==> src/rtl/ccc_pkg.sv <==
package ccc_pkg;
  // register byte offsets
  localparam logic [7:0] OFS_CHOP = 8'h00;
  localparam logic [7:0] OFS_CURR = 8'h04;
  localparam logic [7:0] OFS_PWDN = 8'h08;
  localparam logic [7:0] OFS_DRV = 8'h0C;
  localparam logic [7:0] OFS_STAT = 8'h10;
  // chopper control fields
  localparam int FDT_POS = 0;
  localparam int FDT_W = 4;
  localparam int SOFS_POS = 4;
  localparam int SOFS_W = 4;
  localparam int MODE_POS = 8;
  localparam int DISCMP_POS = 9;
  // current control fields
  localparam int HOLD_CS_POS = 0;
  localparam int RUN_CS_POS = 8;
  localparam int IHDLY_POS = 16;
  localparam int IRDLY_POS = 24;
  localparam int CS_W = 5;
  localparam int DLY_W = 4;
  // power-down fields
  localparam int TPD_POS = 0;
  localparam int ZW_POS = 8;
  localparam int PD_W = 8;
  // driver fields
  localparam int IREF_POS = 0;
  localparam int IREF_W = 2;
  // status fields
  localparam int ST_CS_POS = 0;
  localparam int ST_FSM_POS = 8;
  localparam int ST_FD_POS = 12;
  // reset values
  localparam logic [31:0] CHOP_RST = 32'h0000_0025;
  localparam logic [31:0] CURR_RST = 32'h0401_1F08;
  localparam logic [31:0] PWDN_RST = 32'h0000_000A;
  localparam logic [31:0] DRV_RST = 32'h0000_0000;
  // offset decode: field value minus three
  localparam logic [4:0] SOFS_BIAS = 5'h03;
  // timing counts in system clocks
  localparam int FD_UNIT_CYC = 32;
  localparam int RUN_UNIT_CYC = 512;
  localparam int ZW_UNIT_CYC = 512;
  localparam int HOLD_UNIT_CYC = 262144;
  localparam int PD_UNIT_CYC = 262144;
  localparam int UNIT_W = 19;
  // reference current percentages
  localparam logic [6:0] IREF_PCT0 = 7'h19;
  localparam logic [6:0] IREF_PCT1 = 7'h32;
  localparam logic [6:0] IREF_PCT2 = 7'h4B;
  localparam logic [6:0] IREF_PCT3 = 7'h64;
  // current ramp states
  typedef enum logic [2:0] {
    ST_RUN = 3'b000,
    ST_STST = 3'b001,
    ST_ZWAIT = 3'b010,
    ST_HRAMP = 3'b011,
    ST_HOLD = 3'b100,
    ST_RRAMP = 3'b101
  } ccc_state_t;
endpackage

==> src/rtl/ccc_delay.sv <==
// counts mult units of unit clocks, one-cycle done pulse
module ccc_delay (
  // clock and reset
  input wire logic hclk,
  input wire logic hresetn,
  // control
  input wire logic restart,
  input wire logic [7:0] mult,
  input wire logic [ccc_pkg::UNIT_W-1:0] unit,
  // result
  output logic done
);
  logic [ccc_pkg::UNIT_W-1:0] pre_r;
  logic [7:0] units_r;
  logic fired_r;

  // fires once when the unit count reaches mult; not gated by restart,
  // which depends on done through the ramp state and would close a loop
  assign done = !fired_r && (units_r == mult);

  // prescaler and unit counter
  always_ff @(posedge hclk or negedge hresetn) begin
    if (!hresetn) begin
      pre_r <= '0;
      units_r <= '0;
      fired_r <= 1'b1;
    end else if (restart) begin
      pre_r <= '0;
      units_r <= '0;
      fired_r <= 1'b0;
    end else if (done) begin
      fired_r <= 1'b1;
    end else if (!fired_r) begin
      if (pre_r == unit - 1'b1) begin
        pre_r <= '0;
        units_r <= units_r + 8'h01;
      end else begin
        pre_r <= pre_r + 1'b1;
      end
    end
  end
endmodule

==> src/rtl/ccc_fd_timer.sv <==
// fast-decay phase timer of the constant off-time chopper
module ccc_fd_timer (
  // clock and reset
  input wire logic hclk,
  input wire logic hresetn,
  // control
  input wire logic enable,
  input wire logic on_phase_end,
  input wire logic [3:0] fd_time,
  input wire logic cmp_enable,
  input wire logic neg_exceeds_pos,
  // result
  output logic fd_active
);
  localparam logic [8:0] UNIT = 9'(ccc_pkg::FD_UNIT_CYC);
  logic [8:0] cnt_r;
  logic [8:0] len;

  assign len = 9'(fd_time * UNIT);

  // start on each on-phase end with nonzero fd_time, stop on time or comparator
  always_ff @(posedge hclk or negedge hresetn) begin
    if (!hresetn) begin
      fd_active <= 1'b0;
      cnt_r <= '0;
    end else if (!enable) begin
      fd_active <= 1'b0;
      cnt_r <= '0;
    end else if (on_phase_end && fd_time != 4'h0) begin
      fd_active <= 1'b1;
      cnt_r <= 9'h001;
    end else if (fd_active) begin
      if (cmp_enable && neg_exceeds_pos) begin
        fd_active <= 1'b0;
      end else if (cnt_r >= len) begin
        fd_active <= 1'b0;
      end else begin
        cnt_r <= cnt_r + 9'h001;
      end
    end
  end
endmodule

==> src/rtl/ccc_top.sv <==
// What this block does
// - in off-time mode, fast-decay length follows fast_decay_time; zero means slow only.
// - in off-time mode, sine offset is hyst_end_field minus three.
// - comparator ends fast decay early unless disabled; then time only.
// - while moving, sine values scale by run_current_scale plus one over 32.
// - adaptive load-dependent scale is capped at the run scale.
// - at standstill the hold scale applies, same encoding as run.
// - hold ramp delay zero drops instantly, else delay times 2^18 per step.
// - stepwise reduction toward hold starts only after zero wait time.
// - motion start ramps up one step per run delay times 512 clocks.
// - run ramp delay zero jumps straight to run scale.
// - power-down waits standstill delay times 2^18 clocks after standstill.
// - reference scale 0..3 gives 25, 50, 75, 100 percent.
module ccc_top #(
  parameter int HOLD_UNIT_CYC = ccc_pkg::HOLD_UNIT_CYC,
  parameter int PD_UNIT_CYC = ccc_pkg::PD_UNIT_CYC
) (
  // clock and reset
  input wire logic hclk,
  input wire logic hresetn,
  // ahb-lite slave
  input wire logic hsel,
  input wire logic [31:0] haddr,
  input wire logic [1:0] htrans,
  input wire logic hwrite,
  input wire logic [2:0] hsize,
  input wire logic [31:0] hwdata,
  input wire logic hready,
  output logic hreadyout,
  output logic hresp,
  output logic [31:0] hrdata,
  // motion and load inputs
  input wire logic standstill,
  input wire logic [4:0] adaptive_scale,
  // chopper inputs
  input wire logic on_phase_end,
  input wire logic neg_exceeds_pos,
  // sine table values per phase
  input wire logic signed [8:0] coil_a_sine,
  input wire logic signed [8:0] coil_b_sine,
  // chopper outputs
  output logic chopper_mode_select,
  output logic fast_decay_active,
  output logic signed [4:0] sine_offset,
  // current outputs
  output logic [4:0] current_scale,
  output logic signed [8:0] coil_a_target,
  output logic signed [8:0] coil_b_target,
  output logic [1:0] reference_current_scale,
  output logic [6:0] iref_percent
);

  ////////////////////////////////////////////////////////////////////////////
  // registers and bus

  logic [31:0] chop_r;
  logic [31:0] curr_r;
  logic [31:0] pwdn_r;
  logic [31:0] drv_r;
  logic [31:0] status;
  logic wr_pend_r;
  logic [7:0] wr_addr_r;
  logic addr_ok;
  logic [31:0] rd_nxt;
  ccc_pkg::ccc_state_t state_r;
  ccc_pkg::ccc_state_t state_nxt;
  logic [4:0] cs_r;
  logic [4:0] cs_nxt;

  // zero wait states, always okay
  assign hreadyout = 1'b1;
  assign hresp = 1'b0;
  assign addr_ok = hsel && hready && htrans[1];

  // status word from live state
  always_comb begin
    status = '0;
    status[ccc_pkg::ST_CS_POS +: ccc_pkg::CS_W] = cs_r;
    status[ccc_pkg::ST_FSM_POS +: 3] = state_r;
    status[ccc_pkg::ST_FD_POS] = fast_decay_active;
  end

  // read mux, unmapped reads as zero
  always_comb begin
    case (haddr[7:0])
      ccc_pkg::OFS_CHOP: rd_nxt = chop_r;
      ccc_pkg::OFS_CURR: rd_nxt = curr_r;
      ccc_pkg::OFS_PWDN: rd_nxt = pwdn_r;
      ccc_pkg::OFS_DRV: rd_nxt = drv_r;
      ccc_pkg::OFS_STAT: rd_nxt = status;
      default: rd_nxt = '0;
    endcase
  end

  // capture address phase
  always_ff @(posedge hclk or negedge hresetn) begin
    if (!hresetn) begin
      wr_pend_r <= 1'b0;
      wr_addr_r <= '0;
      hrdata <= '0;
    end else begin
      wr_pend_r <= addr_ok && hwrite;
      if (addr_ok) begin
        wr_addr_r <= haddr[7:0];
      end
      if (addr_ok && !hwrite) begin
        hrdata <= rd_nxt;
      end
    end
  end

  // register writes in data phase, only defined bits kept
  always_ff @(posedge hclk or negedge hresetn) begin
    if (!hresetn) begin
      chop_r <= ccc_pkg::CHOP_RST;
      curr_r <= ccc_pkg::CURR_RST;
      pwdn_r <= ccc_pkg::PWDN_RST;
      drv_r <= ccc_pkg::DRV_RST;
    end else if (wr_pend_r) begin
      case (wr_addr_r)
        ccc_pkg::OFS_CHOP: chop_r <= hwdata & 32'h0000_03FF;
        ccc_pkg::OFS_CURR: curr_r <= hwdata & 32'h0F0F_1F1F;
        ccc_pkg::OFS_PWDN: pwdn_r <= hwdata & 32'h0000_FFFF;
        ccc_pkg::OFS_DRV: drv_r <= hwdata & 32'h0000_0003;
        default: ;
      endcase
    end
  end

  ////////////////////////////////////////////////////////////////////////////
  // field views

  logic [3:0] fd_time;
  logic [3:0] sofs;
  logic mode_sel;
  logic cmp_dis;
  logic [4:0] run_cs;
  logic [4:0] hold_cs;
  logic [3:0] hdly;
  logic [3:0] rdly;
  logic [7:0] tpd;
  logic [7:0] zwait;

  assign fd_time = chop_r[ccc_pkg::FDT_POS +: ccc_pkg::FDT_W];
  assign sofs = chop_r[ccc_pkg::SOFS_POS +: ccc_pkg::SOFS_W];
  assign mode_sel = chop_r[ccc_pkg::MODE_POS];
  assign cmp_dis = chop_r[ccc_pkg::DISCMP_POS];
  assign run_cs = curr_r[ccc_pkg::RUN_CS_POS +: ccc_pkg::CS_W];
  assign hold_cs = curr_r[ccc_pkg::HOLD_CS_POS +: ccc_pkg::CS_W];
  assign hdly = curr_r[ccc_pkg::IHDLY_POS +: ccc_pkg::DLY_W];
  assign rdly = curr_r[ccc_pkg::IRDLY_POS +: ccc_pkg::DLY_W];
  assign tpd = pwdn_r[ccc_pkg::TPD_POS +: ccc_pkg::PD_W];
  assign zwait = pwdn_r[ccc_pkg::ZW_POS +: ccc_pkg::PD_W];

  ////////////////////////////////////////////////////////////////////////////
  // constant off-time chopper

  ccc_fd_timer u_fd (
    .hclk(hclk),
    .hresetn(hresetn),
    .enable(mode_sel),
    .on_phase_end(on_phase_end),
    .fd_time(fd_time),
    .cmp_enable(!cmp_dis),
    .neg_exceeds_pos(neg_exceeds_pos),
    .fd_active(fast_decay_active)
  );

  // decoded sine offset, zero outside off-time mode
  always_ff @(posedge hclk or negedge hresetn) begin
    if (!hresetn) begin
      sine_offset <= '0;
      chopper_mode_select <= 1'b0;
    end else begin
      chopper_mode_select <= mode_sel;
      if (mode_sel) begin
        sine_offset <= $signed({1'b0, sofs} - ccc_pkg::SOFS_BIAS);
      end else begin
        sine_offset <= '0;
      end
    end
  end

  ////////////////////////////////////////////////////////////////////////////
  // hold / run current ramp

  logic dly_restart;
  logic dly_done;
  logic step;
  logic [7:0] dly_mult;
  logic [ccc_pkg::UNIT_W-1:0] dly_unit;

  // delay length chosen by phase of the ramp
  always_comb begin
    case (state_r)
      ccc_pkg::ST_STST: begin
        dly_mult = tpd;
        dly_unit = ccc_pkg::UNIT_W'(PD_UNIT_CYC);
      end
      ccc_pkg::ST_ZWAIT: begin
        dly_mult = zwait;
        dly_unit = ccc_pkg::UNIT_W'(ccc_pkg::ZW_UNIT_CYC);
      end
      ccc_pkg::ST_HRAMP: begin
        dly_mult = {4'h0, hdly};
        dly_unit = ccc_pkg::UNIT_W'(HOLD_UNIT_CYC);
      end
      ccc_pkg::ST_RRAMP: begin
        dly_mult = {4'h0, rdly};
        dly_unit = ccc_pkg::UNIT_W'(ccc_pkg::RUN_UNIT_CYC);
      end
      default: begin
        dly_mult = '0;
        dly_unit = ccc_pkg::UNIT_W'(1);
      end
    endcase
  end

  // restart on every state change and every step
  assign dly_restart = (state_nxt != state_r) || step;

  ccc_delay u_dly (
    .hclk(hclk),
    .hresetn(hresetn),
    .restart(dly_restart),
    .mult(dly_mult),
    .unit(dly_unit),
    .done(dly_done)
  );

  // next ramp state and scale
  always_comb begin
    state_nxt = state_r;
    cs_nxt = cs_r;
    step = 1'b0;
    case (state_r)
      ccc_pkg::ST_RUN: begin
        cs_nxt = run_cs;
        if (standstill) begin
          state_nxt = ccc_pkg::ST_STST;
        end
      end
      ccc_pkg::ST_STST: begin
        if (!standstill) begin
          state_nxt = ccc_pkg::ST_RUN;
        end else if (dly_done) begin
          state_nxt = ccc_pkg::ST_ZWAIT;
        end
      end
      ccc_pkg::ST_ZWAIT: begin
        if (!standstill) begin
          state_nxt = ccc_pkg::ST_RUN;
        end else if (dly_done) begin
          if (hdly == 4'h0 || cs_r <= hold_cs) begin
            cs_nxt = hold_cs;
            state_nxt = ccc_pkg::ST_HOLD;
          end else begin
            state_nxt = ccc_pkg::ST_HRAMP;
          end
        end
      end
      ccc_pkg::ST_HRAMP: begin
        if (!standstill) begin
          if (rdly == 4'h0) begin
            cs_nxt = run_cs;
            state_nxt = ccc_pkg::ST_RUN;
          end else begin
            state_nxt = ccc_pkg::ST_RRAMP;
          end
        end else if (cs_r <= hold_cs) begin
          cs_nxt = hold_cs;
          state_nxt = ccc_pkg::ST_HOLD;
        end else if (dly_done) begin
          cs_nxt = cs_r - 5'h01;
          step = 1'b1;
          if (cs_r - 5'h01 <= hold_cs) begin
            state_nxt = ccc_pkg::ST_HOLD;
          end
        end
      end
      ccc_pkg::ST_HOLD: begin
        cs_nxt = hold_cs;
        if (!standstill) begin
          if (rdly == 4'h0) begin
            cs_nxt = run_cs;
            state_nxt = ccc_pkg::ST_RUN;
          end else begin
            state_nxt = ccc_pkg::ST_RRAMP;
          end
        end
      end
      ccc_pkg::ST_RRAMP: begin
        if (standstill) begin
          state_nxt = ccc_pkg::ST_STST;
        end else if (rdly == 4'h0 || cs_r >= run_cs) begin
          cs_nxt = run_cs;
          state_nxt = ccc_pkg::ST_RUN;
        end else if (dly_done) begin
          cs_nxt = cs_r + 5'h01;
          step = 1'b1;
          if (cs_r + 5'h01 >= run_cs) begin
            state_nxt = ccc_pkg::ST_RUN;
          end
        end
      end
      default: begin
        state_nxt = ccc_pkg::ST_RUN;
        cs_nxt = run_cs;
      end
    endcase
  end

  // ramp state and current scale
  always_ff @(posedge hclk or negedge hresetn) begin
    if (!hresetn) begin
      state_r <= ccc_pkg::ST_RUN;
      cs_r <= ccc_pkg::CURR_RST[ccc_pkg::RUN_CS_POS +: ccc_pkg::CS_W];
    end else begin
      state_r <= state_nxt;
      cs_r <= cs_nxt;
    end
  end

  ////////////////////////////////////////////////////////////////////////////
  // coil current scaling

  logic [4:0] eff_scale;
  logic signed [8:0] sine_in [2];
  logic signed [8:0] target_r [2];

  // adaptive reduction never exceeds run scale while running
  always_comb begin
    if (state_r == ccc_pkg::ST_RUN && adaptive_scale < cs_r) begin
      eff_scale = adaptive_scale;
    end else begin
      eff_scale = cs_r;
    end
  end

  assign sine_in[0] = coil_a_sine;
  assign sine_in[1] = coil_b_sine;

  // per phase: sine times (scale + 1) / 32
  for (genvar p = 0; p < 2; p++) begin : g_phase
    logic signed [15:0] prod;
    assign prod = sine_in[p] * $signed({2'b00, eff_scale} + 7'sd1);
    always_ff @(posedge hclk or negedge hresetn) begin
      if (!hresetn) begin
        target_r[p] <= '0;
      end else begin
        target_r[p] <= prod[13:5];
      end
    end
  end

  assign coil_a_target = target_r[0];
  assign coil_b_target = target_r[1];

  // registered scale view
  always_ff @(posedge hclk or negedge hresetn) begin
    if (!hresetn) begin
      current_scale <= '0;
    end else begin
      current_scale <= eff_scale;
    end
  end

  ////////////////////////////////////////////////////////////////////////////
  // reference current scaling

  always_ff @(posedge hclk or negedge hresetn) begin
    if (!hresetn) begin
      reference_current_scale <= '0;
      iref_percent <= ccc_pkg::IREF_PCT0;
    end else begin
      reference_current_scale <= drv_r[ccc_pkg::IREF_POS +: ccc_pkg::IREF_W];
      case (drv_r[ccc_pkg::IREF_POS +: ccc_pkg::IREF_W])
        2'b00: iref_percent <= ccc_pkg::IREF_PCT0;
        2'b01: iref_percent <= ccc_pkg::IREF_PCT1;
        2'b10: iref_percent <= ccc_pkg::IREF_PCT2;
        default: iref_percent <= ccc_pkg::IREF_PCT3;
      endcase
    end
  end

endmodule

==> config.mk <==
export PLATFORM = sky130hd
export DESIGN_NAME = ccc_top
export DESIGN_NICKNAME = d
export VERILOG_FILES = /design/src/rtl/ccc_pkg.sv /design/src/rtl/ccc_delay.sv /design/src/rtl/ccc_fd_timer.sv /design/src/rtl/ccc_top.sv
export SDC_FILE = /design/constraint.sdc
export NUM_CORES = 1
export LEC_CHECK = 0
export BUFFER_PORTS_ARGS = -buffer_cell sky130_fd_sc_hd__buf_2
export CAP_MARGIN = 20
export CELL_PAD_IN_SITES_DETAIL_PLACEMENT = 0
export CELL_PAD_IN_SITES_GLOBAL_PLACEMENT = 2
export CORE_MARGIN = 2
export CORE_UTILIZATION = 37
export CTS_CLUSTER_SIZE = 12
export DETAILED_ROUTE_END_ITERATION = 8
export PLACE_DENSITY = 0.8
export SLEW_MARGIN = 15
export SYNTH_ARGS = -nofsm -noshare
export SYNTH_HDL_FRONTEND = slang
export SYNTH_HIERARCHICAL = 1
export SYNTH_SLANG_ARGS = --single-unit
==> constraint.sdc <==
create_clock -name hclk -period 7.6 [get_ports hclk]
set_input_delay 0.76 -clock hclk [delete_from_list [all_inputs] [get_ports hclk]]
set_output_delay 0.76 -clock hclk [all_outputs]
set_load 0.02 [all_outputs]
==> key figures <==
Synthesis
  – Commonest cells post-synth: 141 x dfrtp_1, 129 x inv_1, 104 x nand2_1
  – Synth Warn #: 6
  – Count leader, synth: dfrtp_1
  – Largest cells by area after synthesis: dfrtp_1 28%, fa_1 10%, ha_1 9.0%
  – Post-synth EDFFs: 0
  – Post-synthesis adder-cell area fraction: between 10% and 20%
  – Post-synth top area cell: dfrtp_1
  – Synth Area in Compound Gates: about an eighth
  – Post-synthesis simple-gate area fraction: between 10% and 20%
  – Post-synthesis register bit count: about 160
  – Mapped Area: approximately 0.013 mm^2
  – Share of the synthesized area in the top cell type: 27.7%
  – Main flop type after synthesis: dfrtp_1
  – Largest family of logic cells by synthesized area: adder cells
  – Mux contribution to synthesized area: 6.09%
  – Netlist cell types: 96
  – Sequential-to-total area share from yosys stat: 32.0%
  – Post-Synth XOR/XNOR Area: about 6.3%
  – Synth Area per Inst: around 10 um^2
  – Synth Instances: ~1300
  – Async set-reset flop share out of synthesis: between 90% and 100%

STA
  – Tightest Pin Transition: just over 1000 ps
  – Post-route setup slack: between 600 and 700 ps
  – Final period util: between 90 and 100%
  – Unrepaired setup endpoints after global routing: false
  – Fmax: between 100 and 150 MHz
  – Fin. max-slew vios: 0
  – Final hold violation count: 0
  – Slew HR: 30.9%
  – TNS Setup: 0 ps
  – Final worst path period need: 7000 ps
  – # setup viols final: 0
  – Worst clock skew: 21.8 ps

CTS
  – Cts repair resizes: 0
  – Max clock buf depth: 2
  – CTS Sinks: around 160
  – CTS clk-pin slew, worst paths: 80 ps
  – TritonCTS buffer count: 17
  – Clk Latency, worst-skew pair: 450 ps
  – Root buffer selected by CTS: clkbuf_16
  – CTS tree: yes
  – Post-CTS setup buffers: 0
  – Cts hold-fix bufs: 0
  – Htree depth: 4

GRT
  – GR Overflow Total: 0
  – Vias in the first global route: 9938
  – Antenna violations before repair: 2
  – Pin count of the biggest net entering global routing: 100
  – First-pass GRT wire length: between 50 and 60 mm
  – Global-route usage over all layers: a little under a fifth

Worst setup path
  – R2R depth: 28
  – Worst Setup SP: cs_r[4]$_DFFE_PN1P_
  – Worst path required time: 7960 ps
  – R2r endpoint: coil_a_target[6]$_DFF_PN0_
  – Worst reg2reg path startpoint: cs_r[4]$_DFFE_PN1P_
  – Startpoint Class: flop
  – Critical Path Slowest Stage Cell: dfstp_2
  – Critical Path Max Stage Delay: 650 ps
  – Most used cell, CP: inv_1
  – Worst reg-to-reg setup slack: 600 ps
  – Type of the worst setup path: flop to flop
  – Critical Path Sink Type: flop
  – Max FO, Critical Path: 8
  – Worst Path Arrival: about 7400 ps

Die
  – DIE AREA: ~0.036 mm^2
  – Starting Density: ~38%
  – FP Rows: 67
  – I/O pin total: 173
  – Die Height: ~190 um
  – Core footprint: ~0.034 mm^2
  – DIE WIDTH: 190 um

Cells and area
  – Cell area after layout: between 0.01 and 0.015 mm^2
  – P&R area growth vs syn: 15.9%
  – Footprint of the multi-input gates: ~0.008 mm^2
  – Fillers: 3350
  – Nets: ~1800
  – FF/Latch Area: around 0.004 mm^2
  – Share of layout cells above drive strength 1: between 20% and 30%

Placed design
  – Post-DP Area: 0.0142 mm^2
  – DP Worst Slack: 155 ps
  – Port Buffer Count: 126
  – GPL Wtd Cong: ~0.80
  – DP HPWL: 23.9 mm

Drt
  – Remaining DRCs: 0
  – Drt first pass iters: 5
  – Avg Vias per Cell: between 4 and 5
  – Remaining antenna violation count after routing: 0
  – Routed vias: 9645
  – Detailed Route Iter0 Violations: around 580
  – Post-Route WL: 31.1 mm
  – Routed len/inst: 15.9 um

Run
  – Max Cap Viol: 0

Min path
  – Min-delay worst type: primary input to async pin

Run status
  – Outcome: completed
-- cells by family after synthesis --
group / Yosys count
buffers and inverters: 178
AOI/OAI and AO/OA: 213
DFF: 162
muxes: 68
xor gates and xnor gates: 89
adders and majority gates: 158
and+or+nand+nor: 425
other: 2
-- state kept, by name, summed over array words and instances (netlist names) --
signal	cells
chopper_mode_select	1
reference_current_scale	2
u_fd/fd_active	1
cs_r	5
u_fd/cnt_r	9
pwdn_r	16
hrdata	24
u_dly/units_r	8
sine_offset	5
drv_r	2
wr_addr_r	8
curr_r	18
u_dly/pre_r	19
u_dly/fired_r	1
coil_a_target	9
chop_r	10
iref_percent	6
coil_b_target	9
state_r	3
current_scale	5
wr_pend_r	1
-- layer usage --
| metal | up-vias | global-route usage, % | wire length, um |
|---|---|---|---|
| met1 | 4731 | 24.9 | 14800 |
| met2 | 130 | 31.1 | 15400 |
| met5 | - | 0 | 0 |
| li1 | 4760 | - | - |
| met3 | 24 | 2.00 | 607 |
| met4 | 0 | 4.11 | 350 |
-- cells in the final DEF (no fill, tap or decap), types with 5 or more instances in the layout --
| cell | netlist | final |
|---|---|---|
| a211oi_1 | 5 | 5 |
| a21o_1 | 13 | 13 |
| a21oi_1 | 45 | 45 |
| a22o_1 | 8 | 8 |
| a22oi_1 | 24 | 24 |
| a31oi_1 | 12 | 12 |
| and2_1 | 88 | 88 |
| buf_2 | 7 | 125 |
| buf_4 | 12 | 21 |
| clkbuf_16 | 0 | 17 |
| conb_1 | 2 | 79 |
| dfrtp_1 | 141 | 141 |
| dfstp_2 | 21 | 21 |
| fa_1 | 66 | 66 |
| ha_1 | 92 | 92 |
| inv_1 | 129 | 129 |
| inv_6 | 0 | 5 |
| mux2_2 | 56 | 56 |
| mux2i_1 | 10 | 10 |
| nand2_1 | 104 | 104 |
| nand2b_1 | 10 | 10 |
| nand3_1 | 27 | 27 |
| nand4_1 | 15 | 15 |
| nor2_1 | 71 | 71 |
| nor2b_1 | 16 | 16 |
| nor3_1 | 19 | 19 |
| nor4_1 | 10 | 8 |
| nor4_2 | 3 | 5 |
| o211ai_1 | 5 | 5 |
| o21a_1 | 6 | 6 |
| o21ai_0 | 40 | 40 |
| o31ai_1 | 9 | 9 |
| or2_2 | 6 | 6 |
| or3_1 | 10 | 10 |
| or4_1 | 8 | 8 |
| xnor2_1 | 52 | 52 |
| xor2_1 | 34 | 34 |
-- layout make-up --
type / count / area share (%)
repair buffers: 148 / 5.49
clock inverters: 14 / 0.941
multi-input cells: 1032 / 55.8
flip-flops and latches: 162 / 27.7
well taps: 448 / 3.80
diodes: 2 / 0.0339
inverters: 131 / 3.33
clock buffers: 18 / 2.91
-- metrics by stage --
stage	util, %	instances	hold slack [ps]
global route	43.8	1955	484
detailed placement	42.0	1920	465
finish	43.8	1955	404
floorplan	-	1372	429
CTS	43.7	1952	480
global placement	42.0	1919	463
-- critical path, delay by kind of cell, from the launching register on --
kind | cells | cell delay (ps)
adder cells (fa/ha/maj) | 7 | 2780
AND/OR/NAND/NOR | 7 | 1620
AO/OA/AOI/OAI | 5 | 850
flip-flops | 1 | 650
buffers and inverters | 6 | 430
XOR/XNOR | 2 | 290
multiplexers | 1 | 290
-- worst max-delay path by stage --
stage	endpoint	slack [ps]
3_3_place_gp	coil_b_target[8]$_DFF_PN0_	250
3_5_place_dp	coil_b_target[6]$_DFF_PN0_	160
6_report	coil_a_target[6]$_DFF_PN0_	600
5_1_grt	coil_b_target[8]$_DFF_PN0_	110
4_1_cts	coil_b_target[8]$_DFF_PN0_	430
2_1_floorplan	coil_a_target[6]$_DFF_PN0_	680
Power is not shown: default switching activity piles up to over one toggle a cycle in this logic, so the estimate is an artifact.
